### src/inc/ocss_pkg.sv
// Purpose: shared constants for the output clock source select block
// Assumes: byte-wide register port, one register per byte address
// Notes: pick codes are the three-bit source codes of outputs four to seven

package ocss_pkg;

   // ************************************************************
   // register byte addresses
   // ************************************************************
   localparam logic [15:0] OCSS_ADDR_LOW_SRC = 16'h00A8;
   localparam logic [15:0] OCSS_ADDR_PAIR_45 = 16'h00A9;
   localparam logic [15:0] OCSS_ADDR_PAIR_67 = 16'h00AA;
   localparam logic [15:0] OCSS_ADDR_RSVD = 16'h00AB;

   // ************************************************************
   // field positions
   // ************************************************************
   localparam int OCSS_FIRST_HOLD_BIT = 4;
   localparam int OCSS_SECOND_HOLD_BIT = 5;
   localparam int OCSS_PAIR_HI_LSB = 4;
   localparam int OCSS_PICK_W = 3;

   // ************************************************************
   // values after reset
   // ************************************************************
   localparam logic [5:0] OCSS_LOW_SRC_RESET = 6'h0A;
   localparam logic [11:0] OCSS_HIGH_PICK_RESET = 12'hA10;

   // ************************************************************
   // three-bit source codes
   // ************************************************************
   localparam logic [2:0] OCSS_SRC_FIRST_LOOP = 3'h0;
   localparam logic [2:0] OCSS_SRC_SECOND_LOOP = 3'h1;
   localparam logic [2:0] OCSS_SRC_OUT2 = 3'h2;
   localparam logic [2:0] OCSS_SRC_OUT3 = 3'h3;
   localparam logic [2:0] OCSS_SRC_REF_ZERO = 3'h4;
   localparam logic [2:0] OCSS_SRC_REF_ONE = 3'h5;
   localparam logic [2:0] OCSS_SRC_RESERVED = 3'h6;
   localparam logic [2:0] OCSS_SRC_CRYSTAL = 3'h7;

endpackage

### src/core/ocss_route_dec.sv
// Purpose: works out which internal loop ultimately feeds each output
// Assumes: outputs two and three are always fed by one of the two loops
// Notes: references, crystal and the reserved code belong to no loop

`timescale 1ns/10ps

module ocss_route_dec (
   input wire logic [3:0] low_pick_in,
   input wire logic [11:0] high_pick_in,
   output logic [7:0] first_mask_out,
   output logic [7:0] second_mask_out
);

   // ************************************************************
   // decode
   // ************************************************************

   // returns {second loop, first loop} membership of one three-bit pick
   function automatic logic [1:0] loop_of(input logic [2:0] code, input logic [3:0] low);
      logic [1:0] r;
      r = 2'h0;
      case (code)
         ocss_pkg::OCSS_SRC_FIRST_LOOP: r = 2'h1;
         ocss_pkg::OCSS_SRC_SECOND_LOOP: r = 2'h2;
         ocss_pkg::OCSS_SRC_OUT2: r = low[2] ? 2'h2 : 2'h1; // follows output two
         ocss_pkg::OCSS_SRC_OUT3: r = low[3] ? 2'h2 : 2'h1; // follows output three
         default: r = 2'h0; // references, crystal, reserved code
      endcase
      return r;
   endfunction

   // membership masks for all eight outputs
   always_comb begin
      logic [1:0] m;
      m = 2'h0;
      first_mask_out[3:0] = ~low_pick_in; // 0 picks first loop
      second_mask_out[3:0] = low_pick_in; // 1 picks second loop
      for (int j = 0; j < 4; j++) begin
         m = loop_of(high_pick_in[j*3 +: 3], low_pick_in);
         first_mask_out[j+4] = m[0];
         second_mask_out[j+4] = m[1];
      end
   end

endmodule

### src/core/ocss_top.sv
// Purpose: output clock source selection and per-loop output divider sync
// Assumes: register port driven by logic on CLK_IN, one access per cycle
// Notes: divider holds and coarse clears follow the live source picks

`timescale 1ns/10ps

module ocss_top (
   input wire logic CLK_IN,
   input wire logic RESETN_IN,
   input wire logic [15:0] REG_ADDR_IN,
   input wire logic REG_WR_IN,
   input wire logic [7:0] REG_WDATA_IN,
   input wire logic REG_RD_IN,
   output logic [7:0] REG_RDATA_OUT,
   output logic [3:0] LOW_PICK_OUT,
   output logic [11:0] HIGH_PICK_OUT,
   output logic [7:0] DIV_HOLD_OUT,
   output logic [7:0] COARSE_CLEAR_OUT
);

   // ************************************************************
   // register storage
   // ************************************************************
   logic [5:0] low_src;
   logic [11:0] high_pick;
   logic first_hold;
   logic second_hold;
   logic first_hold_d;
   logic second_hold_d;
   logic [7:0] first_mask;
   logic [7:0] second_mask;
   logic first_fall;
   logic second_fall;
   logic [7:0] next_hold;
   logic [7:0] next_clear;

   assign first_hold = low_src[ocss_pkg::OCSS_FIRST_HOLD_BIT];
   assign second_hold = low_src[ocss_pkg::OCSS_SECOND_HOLD_BIT];

   // register writes; reserved bits are dropped
   always_ff @(posedge CLK_IN or negedge RESETN_IN) begin
      if (!RESETN_IN) begin
         low_src <= ocss_pkg::OCSS_LOW_SRC_RESET;
         high_pick <= ocss_pkg::OCSS_HIGH_PICK_RESET;
      end else if (REG_WR_IN) begin
         case (REG_ADDR_IN)
            ocss_pkg::OCSS_ADDR_LOW_SRC: begin
               low_src <= REG_WDATA_IN[5:0];
            end
            ocss_pkg::OCSS_ADDR_PAIR_45: begin
               high_pick[2:0] <= REG_WDATA_IN[2:0];
               high_pick[5:3] <= REG_WDATA_IN[ocss_pkg::OCSS_PAIR_HI_LSB +: 3];
            end
            ocss_pkg::OCSS_ADDR_PAIR_67: begin
               high_pick[8:6] <= REG_WDATA_IN[2:0];
               high_pick[11:9] <= REG_WDATA_IN[ocss_pkg::OCSS_PAIR_HI_LSB +: 3];
            end
            default: begin
               low_src <= low_src;
            end
         endcase
      end
   end

   // register reads; reserved bits and unmapped addresses read zero
   always_ff @(posedge CLK_IN or negedge RESETN_IN) begin
      if (!RESETN_IN) begin
         REG_RDATA_OUT <= 8'h00;
      end else if (REG_RD_IN) begin
         case (REG_ADDR_IN)
            ocss_pkg::OCSS_ADDR_LOW_SRC: REG_RDATA_OUT <= {2'h0, low_src};
            ocss_pkg::OCSS_ADDR_PAIR_45: REG_RDATA_OUT <= {1'h0, high_pick[5:3], 1'h0,
                                                          high_pick[2:0]};
            ocss_pkg::OCSS_ADDR_PAIR_67: REG_RDATA_OUT <= {1'h0, high_pick[11:9], 1'h0,
                                                          high_pick[8:6]};
            default: REG_RDATA_OUT <= 8'h00;
         endcase
      end
   end

   // ************************************************************
   // source routing
   // ************************************************************

   // loop membership of each output from the live picks
   ocss_route_dec i_ocss_route_dec (
      .low_pick_in(low_src[3:0]),
      .high_pick_in(high_pick),
      .first_mask_out(first_mask),
      .second_mask_out(second_mask)
   );

   // pick outputs to the clock muxes
   always_ff @(posedge CLK_IN or negedge RESETN_IN) begin
      if (!RESETN_IN) begin
         LOW_PICK_OUT <= ocss_pkg::OCSS_LOW_SRC_RESET[3:0];
         HIGH_PICK_OUT <= ocss_pkg::OCSS_HIGH_PICK_RESET;
      end else begin
         LOW_PICK_OUT <= low_src[3:0];
         HIGH_PICK_OUT <= high_pick;
      end
   end

   // ************************************************************
   // divider sync
   // ************************************************************

   // previous sync bits for falling edge detection
   always_ff @(posedge CLK_IN or negedge RESETN_IN) begin
      if (!RESETN_IN) begin
         first_hold_d <= 1'b0;
         second_hold_d <= 1'b0;
      end else begin
         first_hold_d <= first_hold;
         second_hold_d <= second_hold;
      end
   end

   assign first_fall = first_hold_d & ~first_hold;
   assign second_fall = second_hold_d & ~second_hold;

   // hold follows current membership, so all affected dividers drop together
   assign next_hold = ({8{first_hold}} & first_mask)
                    | ({8{second_hold}} & second_mask);

   // one-cycle coarse clear, also the load point for new fine steps
   assign next_clear = ({8{first_fall}} & first_mask)
                     | ({8{second_fall}} & second_mask);

   // divider hold and coarse clear outputs
   always_ff @(posedge CLK_IN or negedge RESETN_IN) begin
      if (!RESETN_IN) begin
         DIV_HOLD_OUT <= 8'h00;
         COARSE_CLEAR_OUT <= 8'h00;
      end else begin
         DIV_HOLD_OUT <= next_hold;
         COARSE_CLEAR_OUT <= next_clear;
      end
   end

   // ************************************************************
   // checks
   // ************************************************************

   a_hold_second_set:
   assert property (@(posedge CLK_IN) disable iff (!RESETN_IN)
      second_hold |=> ((DIV_HOLD_OUT & $past(second_mask)) == $past(second_mask)))
   else $error("second loop dividers not held");

   a_hold_first_set:
   assert property (@(posedge CLK_IN) disable iff (!RESETN_IN)
      $rose(first_hold) ##0 first_hold [*2]
      |-> ((DIV_HOLD_OUT & $past(first_mask)) == $past(first_mask)))
   else $error("first loop dividers not held");

   a_release_clears:
   assert property (@(posedge CLK_IN) disable iff (!RESETN_IN)
      $fell(first_hold)
      |=> ((DIV_HOLD_OUT & $past(first_mask)) == 8'h00)
          && ((COARSE_CLEAR_OUT & $past(first_mask)) == $past(first_mask)))
   else $error("first loop release or coarse clear wrong");

   a_no_clear_held:
   assert property (@(posedge CLK_IN) disable iff (!RESETN_IN)
      (first_hold && second_hold) |=> (COARSE_CLEAR_OUT == 8'h00))
   else $error("coarse clear while both loops held");

   a_low_route:
   assert property (@(posedge CLK_IN) disable iff (!RESETN_IN)
      (first_mask[3:0] == ~LOW_PICK_OUT) || $changed(low_src[3:0]) || $changed(LOW_PICK_OUT))
   else $error("low output routing wrong");

   a_high_route:
   assert property (@(posedge CLK_IN) disable iff (!RESETN_IN)
      (high_pick[2:0] == ocss_pkg::OCSS_SRC_OUT3)
      |-> (first_mask[4] == first_mask[3]) && (second_mask[4] == second_mask[3]))
   else $error("output four does not follow output three");

   a_no_loop_ref:
   assert property (@(posedge CLK_IN) disable iff (!RESETN_IN)
      high_pick[11] |-> !first_mask[7] && !second_mask[7])
   else $error("output seven on a loop with a non-loop code");

   a_reset_picks:
   assert property (@(posedge CLK_IN)
      $rose(RESETN_IN) |-> (LOW_PICK_OUT == 4'hA) && (HIGH_PICK_OUT == 12'hA10)
                        && (DIV_HOLD_OUT == 8'h00))
   else $error("pick values after reset wrong");

   a_rsvd_read:
   assert property (@(posedge CLK_IN) disable iff (!RESETN_IN)
      (REG_RD_IN && (REG_ADDR_IN == ocss_pkg::OCSS_ADDR_LOW_SRC))
      |=> (REG_RDATA_OUT[7:6] == 2'h0) && (REG_RDATA_OUT[5:0] == $past(low_src)))
   else $error("low source read wrong");

endmodule

### config.mk
export PLATFORM = sky130hd
export DESIGN_NAME = ocss_top
export DESIGN_NICKNAME = d
export VERILOG_FILES = /design/src/inc/ocss_pkg.sv /design/src/core/ocss_route_dec.sv /design/src/core/ocss_top.sv
export SDC_FILE = /design/constraint.sdc
export NUM_CORES = 1
export LEC_CHECK = 0
export ABC_AREA = 1
export BUFFER_PORTS_ARGS = -buffer_cell sky130_fd_sc_hd__buf_4
export CAP_MARGIN = 40
export CORE_MARGIN = 2
export CORE_UTILIZATION = 49
export CTS_BUF_LIST = sky130_fd_sc_hd__clkbuf_8
export DETAILED_ROUTE_END_ITERATION = 8
export HOLD_SLACK_MARGIN = 0.08
export PLACE_DENSITY = 0.86
export SLEW_MARGIN = 20
export SYNTH_ARGS = -nofsm -noshare
export SYNTH_HDL_FRONTEND = slang
export SYNTH_SLANG_ARGS = --single-unit
### constraint.sdc
create_clock -name CLK_IN -period 1.2 [get_ports CLK_IN]
set_input_delay 0.24 -clock CLK_IN [delete_from_list [all_inputs] [get_ports CLK_IN]]
set_output_delay 0.24 -clock CLK_IN [all_outputs]
set_load 0.1 [all_outputs]
### Word-level counts from Yosys, hierarchy flattened

Index checks and enable logic that the tools add are counted.
W data, S select, Z words.

* equal/unequal tests: 15
* mux-type cells: 7
* bitwise operators: 11
* reduce and logical (&&, ||, !) cells: 7

Operators by type and width (number)
* $eq A16 B8 Y1 const B: 3
* $and A8 B8 Y8: 4
* $pmux W2 S4: 4
* $eq A3 B2 Y1 const B: 8
* $pmux W7 S3: 1
* $or A8 B8 Y8: 2
* $eq A3 B1 Y1 const B: 4
* $logic_not A3 Y1: 4
* $reduce_and A2 Y1: 3
* $mux W2: 2
* $not A4 Y4: 1
* $and A1 B1 Y1: 2
* $not A1 Y1: 2

* bits in registers: 60
* output and inout port bits: 40
* word-level logic and storage cells: 50

### Longest topological paths before layout

Gate-level depths: netlist of the first run.

* depth in word-level cells: 4
* gate-level depth with buffers: 9
* gate-level depth less buffers: 8

### Modules after synthesis

A second synthesis of the first run with hierarchy kept.

* cell total of the unflattened synthesis: 296
* area total of the unflattened synthesis: 2586.2 um2

Modules (own cells, without submodules)
* ocss_top: instances 1, cells each 225, area an instance 2258.4 um2, seq. area each 1488.9 um2
* ocss_route_dec: instances 1, cells each 71, area an instance 327.8 um2, seq. area each 0.0 um2

### Worst setup path before layout of the first run

No wires, ideal clock.

* kind: flip-flop to flip-flop
* start point: reg low_src[3]
* end point: reg DIV_HOLD_OUT[4]
* data arrival time: 1.143 ns
* setup slack: -0.060 ns
* stages on the path, launching flop included: 7
* path buffers: 1
* period minus slack after synthesis: 1.260 ns
* path through: dfstp_2 > clkbuf_1 > inv_1 > nand3_1 > nand3_1 > nand2_1 > nand2_1

* longest elaborated chain between the ends: 4

RTL lines
* start: declaration: RTL line ocss_top.sv:24 `logic [5:0] low_src;`
* start signal: assignment: RTL line ocss_top.sv:43 `low_src <= ocss_pkg::OCSS_LOW_SRC_RESET;`
* start signal: assignment: RTL line ocss_top.sv:48 `low_src <= REG_WDATA_IN[5:0];`
* start signal: assignment: RTL line ocss_top.sv:59 `low_src <= low_src;`
* $mux W2 *: RTL line ocss_route_dec.sv:26 `ocss_pkg::OCSS_SRC_OUT3: r = low[3] ? 2'h2 : 2'h1;`
* $pmux W2 S4 *: RTL line ocss_route_dec.sv:22 `case (code)`
* $and A8 B8 Y8 (on tied branches): RTL line ocss_top.sv:123, ocss_top.sv:124
* $or A8 B8 Y8 *: RTL line ocss_top.sv:124 `| ({8{second_hold}} & second_mask);`
* net next_hold[4]: RTL line ocss_top.sv:34 `logic [7:0] next_hold;`
* end signal: assignment: RTL line ocss_top.sv:136 `DIV_HOLD_OUT <= next_hold;`
* end: declaration: RTL line ocss_top.sv:17 `output logic [7:0] DIV_HOLD_OUT,`

The timed path passes the listed nets; every way through them passes the cells marked *.
A chain may end at the register's enable or synchronous reset.

### Worst setup path after layout of the first run

* start point: reg LOW_PICK_OUT[3]
* end point: out LOW_PICK_OUT[3]

RTL lines
* start: declaration: RTL line ocss_top.sv:15 `output logic [3:0] LOW_PICK_OUT,`
* start signal: assignment: RTL line ocss_top.sv:96 `LOW_PICK_OUT <= ocss_pkg::OCSS_LOW_SRC_RESET[3:0];`
* start signal: assignment: RTL line ocss_top.sv:99 `LOW_PICK_OUT <= low_src[3:0];`

No word-level cell between the ends.

==> summary.txt, run 1 <==
Critical path
  • Cell Chain, Critical Path: buf_12
  • Count of buffering cells on the critical path with inverters included: 1
  • Critical path required time: 0.96 ns
  • Kind of cell with the highest combined delay on the critical path: flip-flops
  • Endpoint arrival time on the critical path: between 1 and 1.5 ns
  • Worst setup path start: LOW_PICK_OUT[3]$_DFF_PN1_
  • CP Class: reg2out
  • Worst R2R End: DIV_HOLD_OUT[5]$_DFF_PN0_
  • R2R setup slack: approximately 0.010 ns
  • Number of cells on the worst reg-to-reg path: 6
  • Delay contributed by the slowest stage of the critical path: about 0.55 ns
  • Worst setup endpoint: LOW_PICK_OUT[3]
  • Worst R2R Start: high_pick[4]$_DFFE_PN1P_
  • Endpoint class of the critical path: output pin
  • Critical-path cell with the highest stage delay: dfstp_2
  • Number of cells on the critical path: 1
  • Maximum fanout along the worst path: 1
  • Startpoint Class: register

Yosys
  • Cell type contributing the most total cell area after synthesis: dfrtp_1
  • Multiplexer fraction of the synthesized cell area: 0%
  • Top cells by count, synth: 72 x nand2_1, 49 x dfrtp_1, 49 x nand3_1, 24 x inv_1, 19 x o21ai_0
  • Synth unique cells: 20
  • Area share of the largest cell type after synthesis: roughly half
  • Async set or reset register ratio after synthesis: 100%
  • Top post-synthesis cells by area: dfrtp_1 48%, nand2_1 11%, dfstp_2 10%
  • Top_reg_cell synth: dfrtp_1
  • Part of the Yosys area used for sequential elements: about 58%
  • Warnings from Yosys: 0
  • Complex-gate fraction of the synthesized area: under 10%
  • Area share of xor/xnor cells in the synthesized design: 0%
  • Net count of the mapped netlist: approximately 300
  • Count of state elements after synthesis: approximately 60
  • Post-Synth Simple-Gate Area: between 20 and 30%
  • Adder-cell share of the synthesized area: 0%
  • Post-Syn Instances: approximately 270
  • EDFF count, synth: 0
  • Dominant cell by count in the synthesized netlist: nand2_1
  • Dominant combinational cell family by area after synthesis: simple AND/OR/NAND/NOR gates
  • Post-Synthesis Mean Instance Area: 9.41 um^2
  • Post-Syn Area: about 0.0026 mm^2

Die
  • I/O pin cnt: 68
  • Floorplan Core Area: around 0.0051 mm^2
  • X dimension of the die: approximately 76 um
  • Number of standard-cell rows in the floorplan: 26
  • Initial core utilization: about half
  • Die footprint: 0.00580 mm^2
  • Die span in y: between 70 and 80 um

STA
  • Final setup violating endpoints: 5
  • Worst Hold Margin: about 0.12 ns
  • Unrepaired setup endpoints after global routing: yes
  • F_max: just under 800 MHz
  • Setup clock skew after layout: roughly 0.0071 ns
  • Final Hold Vio Count: 0
  • Final min period: about 1.3 ns
  • Pins Over Slew Limit: 0
  • Period Utilization, post-route: 108%
  • Worst Setup Slack, final: -0.0992 ns

Clocking
  • H-tree depth: 3
  • Insertion delay to the later sink of the worst-skew pair: 0.34 ns
  • Number of buffers created by CTS: 9
  • Maximum clock path buffer count: 2
  • TritonCTS clock tree: built
  • Clk slew on worst S/H paths: around 0.070 ns
  • Buffer cell driving the clock tree root: clkbuf_8
  • Number of sinks driven by the clock tree: 59

GRT
  • Initial antenna violation count: 0
  • Total gr overflow: 0
  • Number of global-route vias before repair: between 2000 and 2500
  • Wire length of the first global-routing pass: between 10000 and 15000 um
  • GRT Total Usage: roughly 22%
  • Largest net degree at the start of global routing: 60

Status
  • Status: finished, violations left
  • Failing checks: setup timing

Power and ir drop
  • Worst IR drop on VDD: 558 uV
  • Leakage power figure: about 1.9 nW
  • Power per unit of standard cell area: about 1000 mW/mm^2

Detailed routing
  • Detailed Routing Iterations Pass 1: 5
  • Number of vias after detailed routing: around 2300
  • DR iter-0 viols: approximately 110
  • DRC violations left: 0
  • Mean number of vias per cell: just over 5
  • Post-Route WL: about 6300 um
  • Post-DR wirelength/cell: 14.4 um
  • Final ANT Viol Nets: 0

Placed design
  • Routability congestion estimate from global placement: roughly 0.85
  • # port buffers: 65
  • Setup slack after placement: -0.121 ns
  • Post-detail-place hpwl: roughly 4400 um
  • DP Area: ~0.0033 mm^2

Run
  • MaxCap Viol Count: 0

Final layout
  • Ratio of cells with drive above 1 in the final layout: between 40 and 50%
  • Final instance area: about 0.0037 mm^2
  • Area Growth Syn to Fin: 45.0%
  • Filler cell count in the final layout: between 300 and 400
  • NumNets Final: just under 400
  • Post-Route Utilization: between 70 and 80%
  • Inserted Diodes: 0

Worst hold path
  • Path class of the lowest-slack min-delay path: in2reg
  • Startpoint of the most critical hold path: REG_WDATA_IN[1]
-- layout by cell type (no fill, tap or decap), drive strengths merged --
cell type,netlist,final
nor2,20,20
conb,1,1
inv,24,29
nand2,78,78
clkbuf,2,11
dfrtp,49,49
o31ai,2,2
dfstp,10,10
o21ai,31,31
buf,5,91
dlygate4sd3,0,1
nand3,49,49
-- layout make-up --
type / instances / area (um^2) / share of cell area, %
inverters: 24 / 92.6 / 2.50
clock buffers: 11 / 151 / 4.09
repair buffers: 92 / 892 / 24.1
multi-input cells: 181 / 966 / 26.1
well taps: 70 / 87.6 / 2.37
flip-flops and latches: 59 / 1490 / 40.3
clock inverters: 5 / 18.8 / 0.507
-- repair_timing --
item | CTS | global route
endpoints found under the hold margin | 49 | 0
setup endpoints to repair | 25 | 27
cloned | 0 | 0
hold buffers | 1 | 0
resized for setup | 34 | 31
setup buffers | 0 | 4
pin swaps | 0 | 4
-- report_power, final --
group          leakage (nW)  switching [mW]  internal (mW)
Combinational          1.12           0.108         0.0768
Clock                 0.106           0.723          0.825
Sequential            0.664        0.000844           1.99
-- flip-flops by register name, indices dropped and copies added, names as in the netlist --
name and count:
first_hold_d 1, HIGH_PICK_OUT 12, DIV_HOLD_OUT 8, LOW_PICK_OUT 4
COARSE_CLEAR_OUT 8, low_src 6, second_hold_d 1, REG_RDATA_OUT 7
high_pick 12
-- metal layers --
| metal | wire (um) | vias to the layer above | GRT usage, % |
|---|---|---|---|
| met5 | 0 | - | 0 |
| met4 | 176 | 0 | 13.5 |
| met3 | 394 | 16 | 4.27 |
| met2 | 3420 | 89 | 40.3 |
| met1 | 2360 | 1080 | 24.2 |
| li1 | - | 1068 | - |
-- stage by stage --
| step | std cells | power [mW] | setup TNS [ns] |
|---|---|---|---|
| final | 442 | 3.73 | -0.444 |
| after global routing | 442 | 3.82 | -0.646 |
| after CTS | 438 | 3.74 | -0.477 |
| after detailed placement | 421 | 2.21 | -1.91 |
| after global placement | 421 | 2.21 | -1.11 |
| after floorplan | 271 | 2.08 | 0 |
-- logic make-up after synthesis --
logic type / after synthesis
AOI/OAI and AO/OA: 33
buffers and inverters: 31
and+or+nand+nor: 147
other: 1
DFF: 59
-- worst min-delay path by stage --
stage,to,slack [ns],depth (start not counted)
2_1_floorplan,COARSE_CLEAR_OUT[0]$_DFF_PN0_,-0.06,0
3_3_place_gp,LOW_PICK_OUT[2]$_DFF_PN0_,0.24,2
3_5_place_dp,DIV_HOLD_OUT[3]$_DFF_PN0_,0.24,2
4_1_cts,high_pick[11]$_DFFE_PN1P_,0.12,3
5_1_grt,high_pick[7]$_DFFE_PN0P_,0.14,3
6_report,high_pick[7]$_DFFE_PN0P_,0.12,3
Note: power is estimated with default switching activity, not from simulation.
==> inputs of run 2 (changes only) <==
ABC_AREA = not set   (was 1)
CORE_UTILIZATION = 48   (was 49)
==> summary.txt, run 2 <==
GRT
  • Largest net degree at the start of global routing: 60 (unchanged)
  • Number of global-route vias before repair: 1697 (was 2278)
  • Initial antenna violation count: 0 (unchanged)
  • GRT Total Usage: 20.1% (was 22.3%)
  • Total gr overflow: 0 (unchanged)
  • Wire length of the first global-routing pass: 7850 um (was 10000 um)

Yosys
  • Synth unique cells: 24 (was 20)
  • Warnings from Yosys: 0 (unchanged)
  • Post-Syn Instances: 169 (was 271)
  • Dominant cell by count in the synthesized netlist: dfrtp_1 (was nand2_1)
  • Area share of xor/xnor cells in the synthesized design: 0% (unchanged)
  • Multiplexer fraction of the synthesized cell area: 18.9% (was 0%)
  • Post-Synthesis Mean Instance Area: 14.0 um^2 (was 9.41 um^2)
  • Top cells by count, synth: 49 x dfrtp_1, 18 x mux2_4, 15 x nor2_1, 13 x mux2i_1, 10 x dfstp_2 (was 72 x nand2_1, 49 x dfrtp_1, 49 x nand3_1, 24 x inv_1, 19 x o21ai_0)
  • Area share of the largest cell type after synthesis: 51.9% (was 48.1%)
  • Net count of the mapped netlist: 197 (was 299)
  • Top post-synthesis cells by area: dfrtp_1 52%, mux2_4 11%, dfstp_2 11% (was dfrtp_1 48%, nand2_1 11%, dfstp_2 10%)
  • EDFF count, synth: 0 (unchanged)
  • Async set or reset register ratio after synthesis: 100% (unchanged)
  • Cell type contributing the most total cell area after synthesis: dfrtp_1 (unchanged)
  • Count of state elements after synthesis: 59 (unchanged)
  • Complex-gate fraction of the synthesized area: 5.99% (was 7.85%)
  • Part of the Yosys area used for sequential elements: 63.1% (was 58.4%)
  • Dominant combinational cell family by area after synthesis: multiplexers (was simple AND/OR/NAND/NOR gates)
  • Post-Synth Simple-Gate Area: 9.06% (was 28.0%)
  • Post-Syn Area: 0.00236 mm^2 (was 0.00255 mm^2)
  • Adder-cell share of the synthesized area: 0% (unchanged)
  • Top_reg_cell synth: dfrtp_1 (unchanged)

Critical path
  • Cell Chain, Critical Path: buf_12 (unchanged)
  • Count of buffering cells on the critical path with inverters included: 1 (unchanged)
  • R2R setup slack: -0.03 ns (was 0.01 ns)
  • Startpoint Class: register (unchanged)
  • Delay contributed by the slowest stage of the critical path: 0.55 ns (about the same)
  • Endpoint arrival time on the critical path: 1.05 ns (was 1.06 ns)
  • Critical-path cell with the highest stage delay: dfstp_2 (unchanged)
  • Maximum fanout along the worst path: 1 (unchanged)
  • CP Class: reg2out (unchanged)
  • Kind of cell with the highest combined delay on the critical path: flip-flops (unchanged)
  • Critical path required time: 0.96 ns (about the same)
  • Endpoint class of the critical path: output pin (unchanged)

Placed design
  • DP Area: 0.00309 mm^2 (was 0.00325 mm^2)
  • Post-detail-place hpwl: 3540 um (was 4400 um)
  • # port buffers: 65 (unchanged)
  • Routability congestion estimate from global placement: 0.791 (was 0.848)

Final layout
  • Area Growth Syn to Fin: 50.9% (was 45.0%)
  • Most frequent standard cell in the layout excluding fill and tap cells: buf_4 (was nand2_1)
  • Largest registers in the final layout: HIGH_PICK_OUT: 12 flops, high_pick: 12 flops (unchanged)
  • Commonest cells after routing, fill and taps aside: 44 x buf_4, 38 x dfrtp_1, 34 x buf_6 (was 70 x nand2_1, 60 x buf_4, 47 x dfrtp_1)
  • Post-Route Utilization: 75.4% (was 72.9%)
  • Final instance area: 0.00356 mm^2 (was 0.00370 mm^2)
  • Area occupied by multi-input gates: 886 um^2 (was 966 um^2)
  • Ratio of cells with drive above 1 in the final layout: 59.1% (was 40.9%)
  • Inserted Diodes: 0 (unchanged)
  • Storage element area: 0.00150 mm^2 (was 0.00149 mm^2)
  • NumNets Final: 287 (was 395)
  • Filler cell count in the final layout: 299 (was 368)

Detailed routing
  • Post-Route WL: 4990 um (was 6350 um)
  • Number of vias after detailed routing: 1605 (was 2253)
  • DRC violations left: 0 (unchanged)
  • Post-DR wirelength/cell: 15.1 um (was 14.4 um)
  • Detailed Routing Iterations Pass 1: 4 (was 5)
  • DR iter-0 viols: 66 (was 112)
  • Final ANT Viol Nets: 0 (unchanged)
  • Mean number of vias per cell: 4.85 (was 5.10)

Status
  • Status: finished, violations left (unchanged)
  • Failing checks: setup timing (unchanged)

Power and ir drop
  • Power per unit of standard cell area: 1050 mW/mm^2 (was 1010 mW/mm^2)
  • Switching fraction of total power: 22.2% (was 22.3%)
  • Net switching component of the power: 833 uW (was 832 uW)
  • Leakage power figure: 1.71 nW (was 1.89 nW)
  • Proportion of power drawn by the clock network: 41.6% (was 41.5%)
  • Worst IR drop on VDD: 542 uV (was 558 uV)
  • Sequential cell fraction of total power: 53.1% (was 53.5%)
  • Proportion of power drawn by combinational gates: 5.3% (was 5.0%)
  • Internal: 2.92 mW (was 2.89 mW)
  • Final Total Pwr: 3.75 mW (was 3.73 mW)

Clocking
  • Insertion delay to the later sink of the worst-skew pair: 0.33 ns (was 0.34 ns)
  • Number of buffers created by CTS: 9 (unchanged)
  • Number of sinks driven by the clock tree: 59 (unchanged)
  • Clk slew on worst S/H paths: 0.07 ns (about the same)
  • Maximum clock path buffer count: 2 (unchanged)
  • Buffer cell driving the clock tree root: clkbuf_8 (unchanged)
  • H-tree depth: 3 (unchanged)
  • TritonCTS clock tree: built (unchanged)

STA
  • Unrepaired setup endpoints after global routing: yes (unchanged)
  • Period Utilization, post-route: 108% (about the same)
  • Final Hold Vio Count: 0 (unchanged)
  • Fin Setup TNS: -0.478 ns (was -0.444 ns)
  • F_max: 774 MHz (was 770 MHz)
  • Worst Hold Margin: 0.141 ns (was 0.123 ns)
  • Setup clock skew after layout: 0.00701 ns (was 0.00714 ns)
  • Worst Setup Slack, final: -0.0925 ns (was -0.0992 ns)
  • Final min period: 1.29 ns (was 1.30 ns)
  • Pins Over Slew Limit: 0 (unchanged)
  • Final setup violating endpoints: 9 (was 5)

Die
  • I/O pin cnt: 68 (unchanged)
  • Die span in y: 74.1 um (was 76.2 um)
  • Number of standard-cell rows in the floorplan: 25 (was 26)
  • Floorplan Core Area: 0.00472 mm^2 (was 0.00507 mm^2)
  • X dimension of the die: 74.1 um (was 76.2 um)
  • Initial core utilization: 50.0% (was 50.3%)
  • Die footprint: 0.00550 mm^2 (was 0.00580 mm^2)

Worst hold path
  • Path class of the lowest-slack min-delay path: in2reg (unchanged)

Run
  • MaxCap Viol Count: 0 (unchanged)
[run 2: cell type report]
| cell class | instances | area share (%) |
|---|---|---|
| Timing Repair Buffer | 87 | 24.8 |
| Multi-Input combinational cell | 94 | 24.9 |
| Clock inverter | 5 | 0.632 |
| Inverter | 8 | 0.913 |
| Tap cell | 67 | 2.35 |
| Sequential cell | 59 | 42.2 |
| Clock buffer | 11 | 4.25 |
[run 2: routing by layer]
metal,up-vias,GRT usage (%),wire [um]
li1,768,-,-
met3,12,7.72,303
met1,761,23.6,2100
met4,0,9.49,104
met5,-,0,0
met2,64,32.5,2480
[run 2: what timing repair did]
action / in CTS / in global routing
gates resized for setup: 33 / 32
hold buffers: 1 / 0
setup endpoints to repair: 23 / 41
buffers inserted: 0 / 4
pin swaps: 4 / 5
hold endpoints to repair: 49 / 0
[run 2: logic make-up after synthesis]
group | after synthesis
flip-flops | 59
AND/OR/NAND/NOR | 33
other | 1
buffers and inverters | 16
multiplexers | 35
AO/OA/AOI/OAI | 25
[run 2: path summary, 6_finish.rpt]
kind                            cells past startpoint                             to                 startpoint
worst max-delay path                                1                LOW_PICK_OUT[3]  LOW_PICK_OUT[3]$_DFF_PN1_
worst min-delay path                                2         low_src[3]$_DFFE_PN1P_            REG_WDATA_IN[3]
worst max register to register                      4  COARSE_CLEAR_OUT[7]$_DFF_PN0_     low_src[3]$_DFFE_PN1P_
worst min register to register                      0    HIGH_PICK_OUT[11]$_DFF_PN1_  high_pick[11]$_DFFE_PN1P_
max in group asynchronous                           3      high_pick[11]$_DFFE_PN1P_                  RESETN_IN
min in group asynchronous                           3      DIV_HOLD_OUT[1]$_DFF_PN0_                  RESETN_IN
[run 2: power by group through the flow]
stage | Sequential [mW] | Combinational [mW] | Clock, mW
CTS | 1.99 | 0.202 | 1.59
finish | 1.99 | 0.200 | 1.56
floorplan | 2.03 | 0.0461 | 0
global placement | 2.03 | 0.189 | 0
global route | 1.99 | 0.217 | 1.69
detailed placement | 2.03 | 0.194 | 0
[run 2: through the flow]
stage | cells | setup slack, ns
5_1_grt | 331 | -0.124
4_1_cts | 327 | -0.109
3_3_place_gp | 310 | -0.312
6_report | 331 | -0.0925
3_5_place_dp | 310 | -0.368
2_1_floorplan | 169 | -0.145
==> inputs of run 3 (changes only) <==
PLACE_DENSITY = 0.89   (was 0.86)
==> summary.txt, run 3 (synthesis gave the netlist of run 2 again) <==
Power and ir drop
  • Proportion of power drawn by the clock network: 45.4% (was 41.6%)
  • Leakage power figure: 1.73 nW (was 1.71 nW)
  • Switching fraction of total power: 20.8% (was 22.2%)
  • Power per unit of standard cell area: 1110 mW/mm^2 (was 1050 mW/mm^2)
  • Net switching component of the power: 838 uW (was 833 uW)
  • Proportion of power drawn by combinational gates: 5.2% (was 5.3%)
  • Sequential cell fraction of total power: 49.4% (was 53.1%)
  • Internal: 3.20 mW (was 2.92 mW)
  • Worst IR drop on VDD: 738 uV (was 542 uV)
  • Final Total Pwr: 4.04 mW (was 3.75 mW)

Critical path
  • Critical path required time: 0.96 ns (about the same)
  • Number of cells on the worst reg-to-reg path: 4 (unchanged)
  • Number of cells on the critical path: 1 (unchanged)
  • Delay contributed by the slowest stage of the critical path: 0.55 ns (about the same)
  • Startpoint Class: register (unchanged)
  • Critical-path cell with the highest stage delay: dfstp_2 (unchanged)
  • Kind of cell with the highest combined delay on the critical path: flip-flops (unchanged)
  • Maximum fanout along the worst path: 1 (unchanged)
  • CP Class: reg2out (unchanged)
  • Endpoint arrival time on the critical path: 1.05 ns (about the same)
  • Count of buffering cells on the critical path with inverters included: 1 (unchanged)
  • Endpoint class of the critical path: output pin (unchanged)
  • Cell Chain, Critical Path: buf_12 (unchanged)

Run
  • MaxCap Viol Count: 0 (unchanged)

STA
  • F_max: 774 MHz (about the same)
  • Worst Setup Slack, final: -0.0927 ns (was -0.0925 ns)
  • Final setup violating endpoints: 7 (was 9)
  • Pins Over Slew Limit: 0 (unchanged)
  • Setup clock skew after layout: 0.0122 ns (was 0.00701 ns)
  • Unrepaired setup endpoints after global routing: yes (unchanged)
  • Final Hold Vio Count: 0 (unchanged)
  • Final min period: 1.29 ns (about the same)
  • Period Utilization, post-route: 108% (about the same)

Detailed routing
  • Detailed Routing Iterations Pass 1: 4 (unchanged)
  • Post-DR wirelength/cell: 16.4 um (was 15.1 um)
  • Post-Route WL: 5400 um (was 4990 um)
  • DRC violations left: 0 (unchanged)
  • DR iter-0 viols: 35 (was 66)
  • Mean number of vias per cell: 5.02 (was 4.85)
  • Final ANT Viol Nets: 0 (unchanged)
  • Number of vias after detailed routing: 1652 (was 1605)

Final layout
  • Largest registers in the final layout: HIGH_PICK_OUT: 12 flops, high_pick: 12 flops (unchanged)
  • Commonest cells after routing, fill and taps aside: 42 x buf_4, 38 x dfrtp_1, 29 x buf_6 (was 44 x buf_4, 38 x dfrtp_1, 34 x buf_6)
  • Filler cell count in the final layout: 279 (was 299)
  • Most frequent standard cell in the layout excluding fill and tap cells: buf_4 (unchanged)
  • Inserted Diodes: 0 (unchanged)
  • NumNets Final: 285 (was 287)
  • Final instance area: 0.00364 mm^2 (was 0.00356 mm^2)
  • Area Growth Syn to Fin: 54.0% (was 50.9%)
  • Ratio of cells with drive above 1 in the final layout: 58.8% (was 59.1%)

Status
  • Failing checks: setup timing (unchanged)
  • Status: finished, violations left (unchanged)

GRT
  • GRT Total Usage: 21.2% (was 20.1%)
  • Wire length of the first global-routing pass: 8250 um (was 7850 um)
  • Number of global-route vias before repair: 1712 (was 1697)
  • Initial antenna violation count: 0 (unchanged)
  • Largest net degree at the start of global routing: 30 (was 60)
  • Total gr overflow: 0 (unchanged)

Clocking
  • Insertion delay to the later sink of the worst-skew pair: 0.33 ns (about the same)
  • Maximum clock path buffer count: 2 (unchanged)
  • TritonCTS clock tree: built (unchanged)
  • H-tree depth: 3 (unchanged)
  • Number of buffers created by CTS: 9 (unchanged)
  • Number of sinks driven by the clock tree: 59 (unchanged)
  • Clk slew on worst S/H paths: 0.07 ns (about the same)
  • Buffer cell driving the clock tree root: clkbuf_8 (unchanged)

Worst hold path
  • Path class of the lowest-slack min-delay path: in2reg (unchanged)
  • Worst Hold Depth: 2 (unchanged)

Placed design
  • Post-detail-place hpwl: 3540 um (about the same)
  • Routability congestion estimate from global placement: 0.823 (was 0.791)
  • # port buffers: 65 (unchanged)
  • DP Area: 0.00310 mm^2 (was 0.00309 mm^2)

Die
  • Initial core utilization: 50.0% (unchanged)
  • Die footprint: 0.00550 mm^2 (unchanged)
  • X dimension of the die: 74.1 um (unchanged)
  • I/O pin cnt: 68 (unchanged)
  • Die span in y: 74.1 um (unchanged)
  • Number of standard-cell rows in the floorplan: 25 (unchanged)
  • Floorplan Core Area: 0.00472 mm^2 (unchanged)
run 3: cell count changes in the layout (fill, tap and decap cells not counted), sizes merged:
cell / change
clkinv: -3
buf: -2
bufinv: +1
clkbuf: +1
inv: +1
run 3: timing repair:
| action | CTS | global route |
|---|---|---|
| endpoints found under the setup margin | 20 | 61 |
| endpoints found under the hold margin | 51 | 0 |
| hold buffers | 1 | 0 |
| resized for setup | 33 | 44 |
| pin swaps | 1 | 4 |
| buffers inserted | 0 | 0 |
run 3: final cells by class:
class                   instances  area, um^2  area share [%]
inverters                       8        32.5           0.895
clock buffers                  12         165            4.54
multi-input cells              94         898            24.7
repair buffers                 85         912            25.1
flip-flops and latches         59        1500            41.3
clock inverters                 4        41.3            1.14
well taps                      67        83.8            2.31
run 3: per-stage QoR:
stage / std cells / setup WS, ns / TNS [ns] / util [%] / hold slack [ns]
finish: 329 / -0.0927 / -0.447 / 77.0 / 0.149
floorplan: 169 / -0.145 / -2.39 / - / -0.0556
global placement: 312 / -0.321 / -6.68 / 65.7 / 0.112
global route: 329 / -0.135 / -1.14 / 77.0 / 0.124
detailed placement: 312 / -0.345 / -7.15 / 65.7 / 0.116
CTS: 329 / -0.119 / -0.543 / 73.3 / 0.126
run 3: power groups by stage:
| stage | logic [mW] | registers (mW) | clock network, mW |
|---|---|---|---|
| floorplan | 0.0461 | 2.03 | 0 |
| detailed placement | 0.198 | 2.03 | 0 |
| CTS | 0.201 | 1.99 | 1.87 |
| finish | 0.210 | 1.99 | 1.83 |
| global route | 0.228 | 1.99 | 1.97 |
| global placement | 0.193 | 2.03 | 0 |
run 3: final timing paths:
path                                            from                     endpoint  slack [ns]
max                        LOW_PICK_OUT[3]$_DFF_PN1_              LOW_PICK_OUT[3]       -0.09
min                                  REG_WDATA_IN[6]    high_pick[11]$_DFFE_PN1P_        0.15
max reg2reg                   low_src[3]$_DFFE_PN1P_    DIV_HOLD_OUT[7]$_DFF_PN0_       -0.02
min reg2reg                high_pick[11]$_DFFE_PN1P_  HIGH_PICK_OUT[11]$_DFF_PN1_        0.42
max in group asynchronous                  RESETN_IN   HIGH_PICK_OUT[4]$_DFF_PN1_        0.37
min in group asynchronous                  RESETN_IN    DIV_HOLD_OUT[1]$_DFF_PN0_        0.31
run 3: metal layers:
layer | GRT usage [%] | up-vias | routed length, um
met5 | 0 | - | 0
met4 | 8.89 | 0 | 131
met3 | 8.54 | 16 | 305
met2 | 34.1 | 67 | 2740
met1 | 25.4 | 810 | 2230
li1 | - | 759 | -
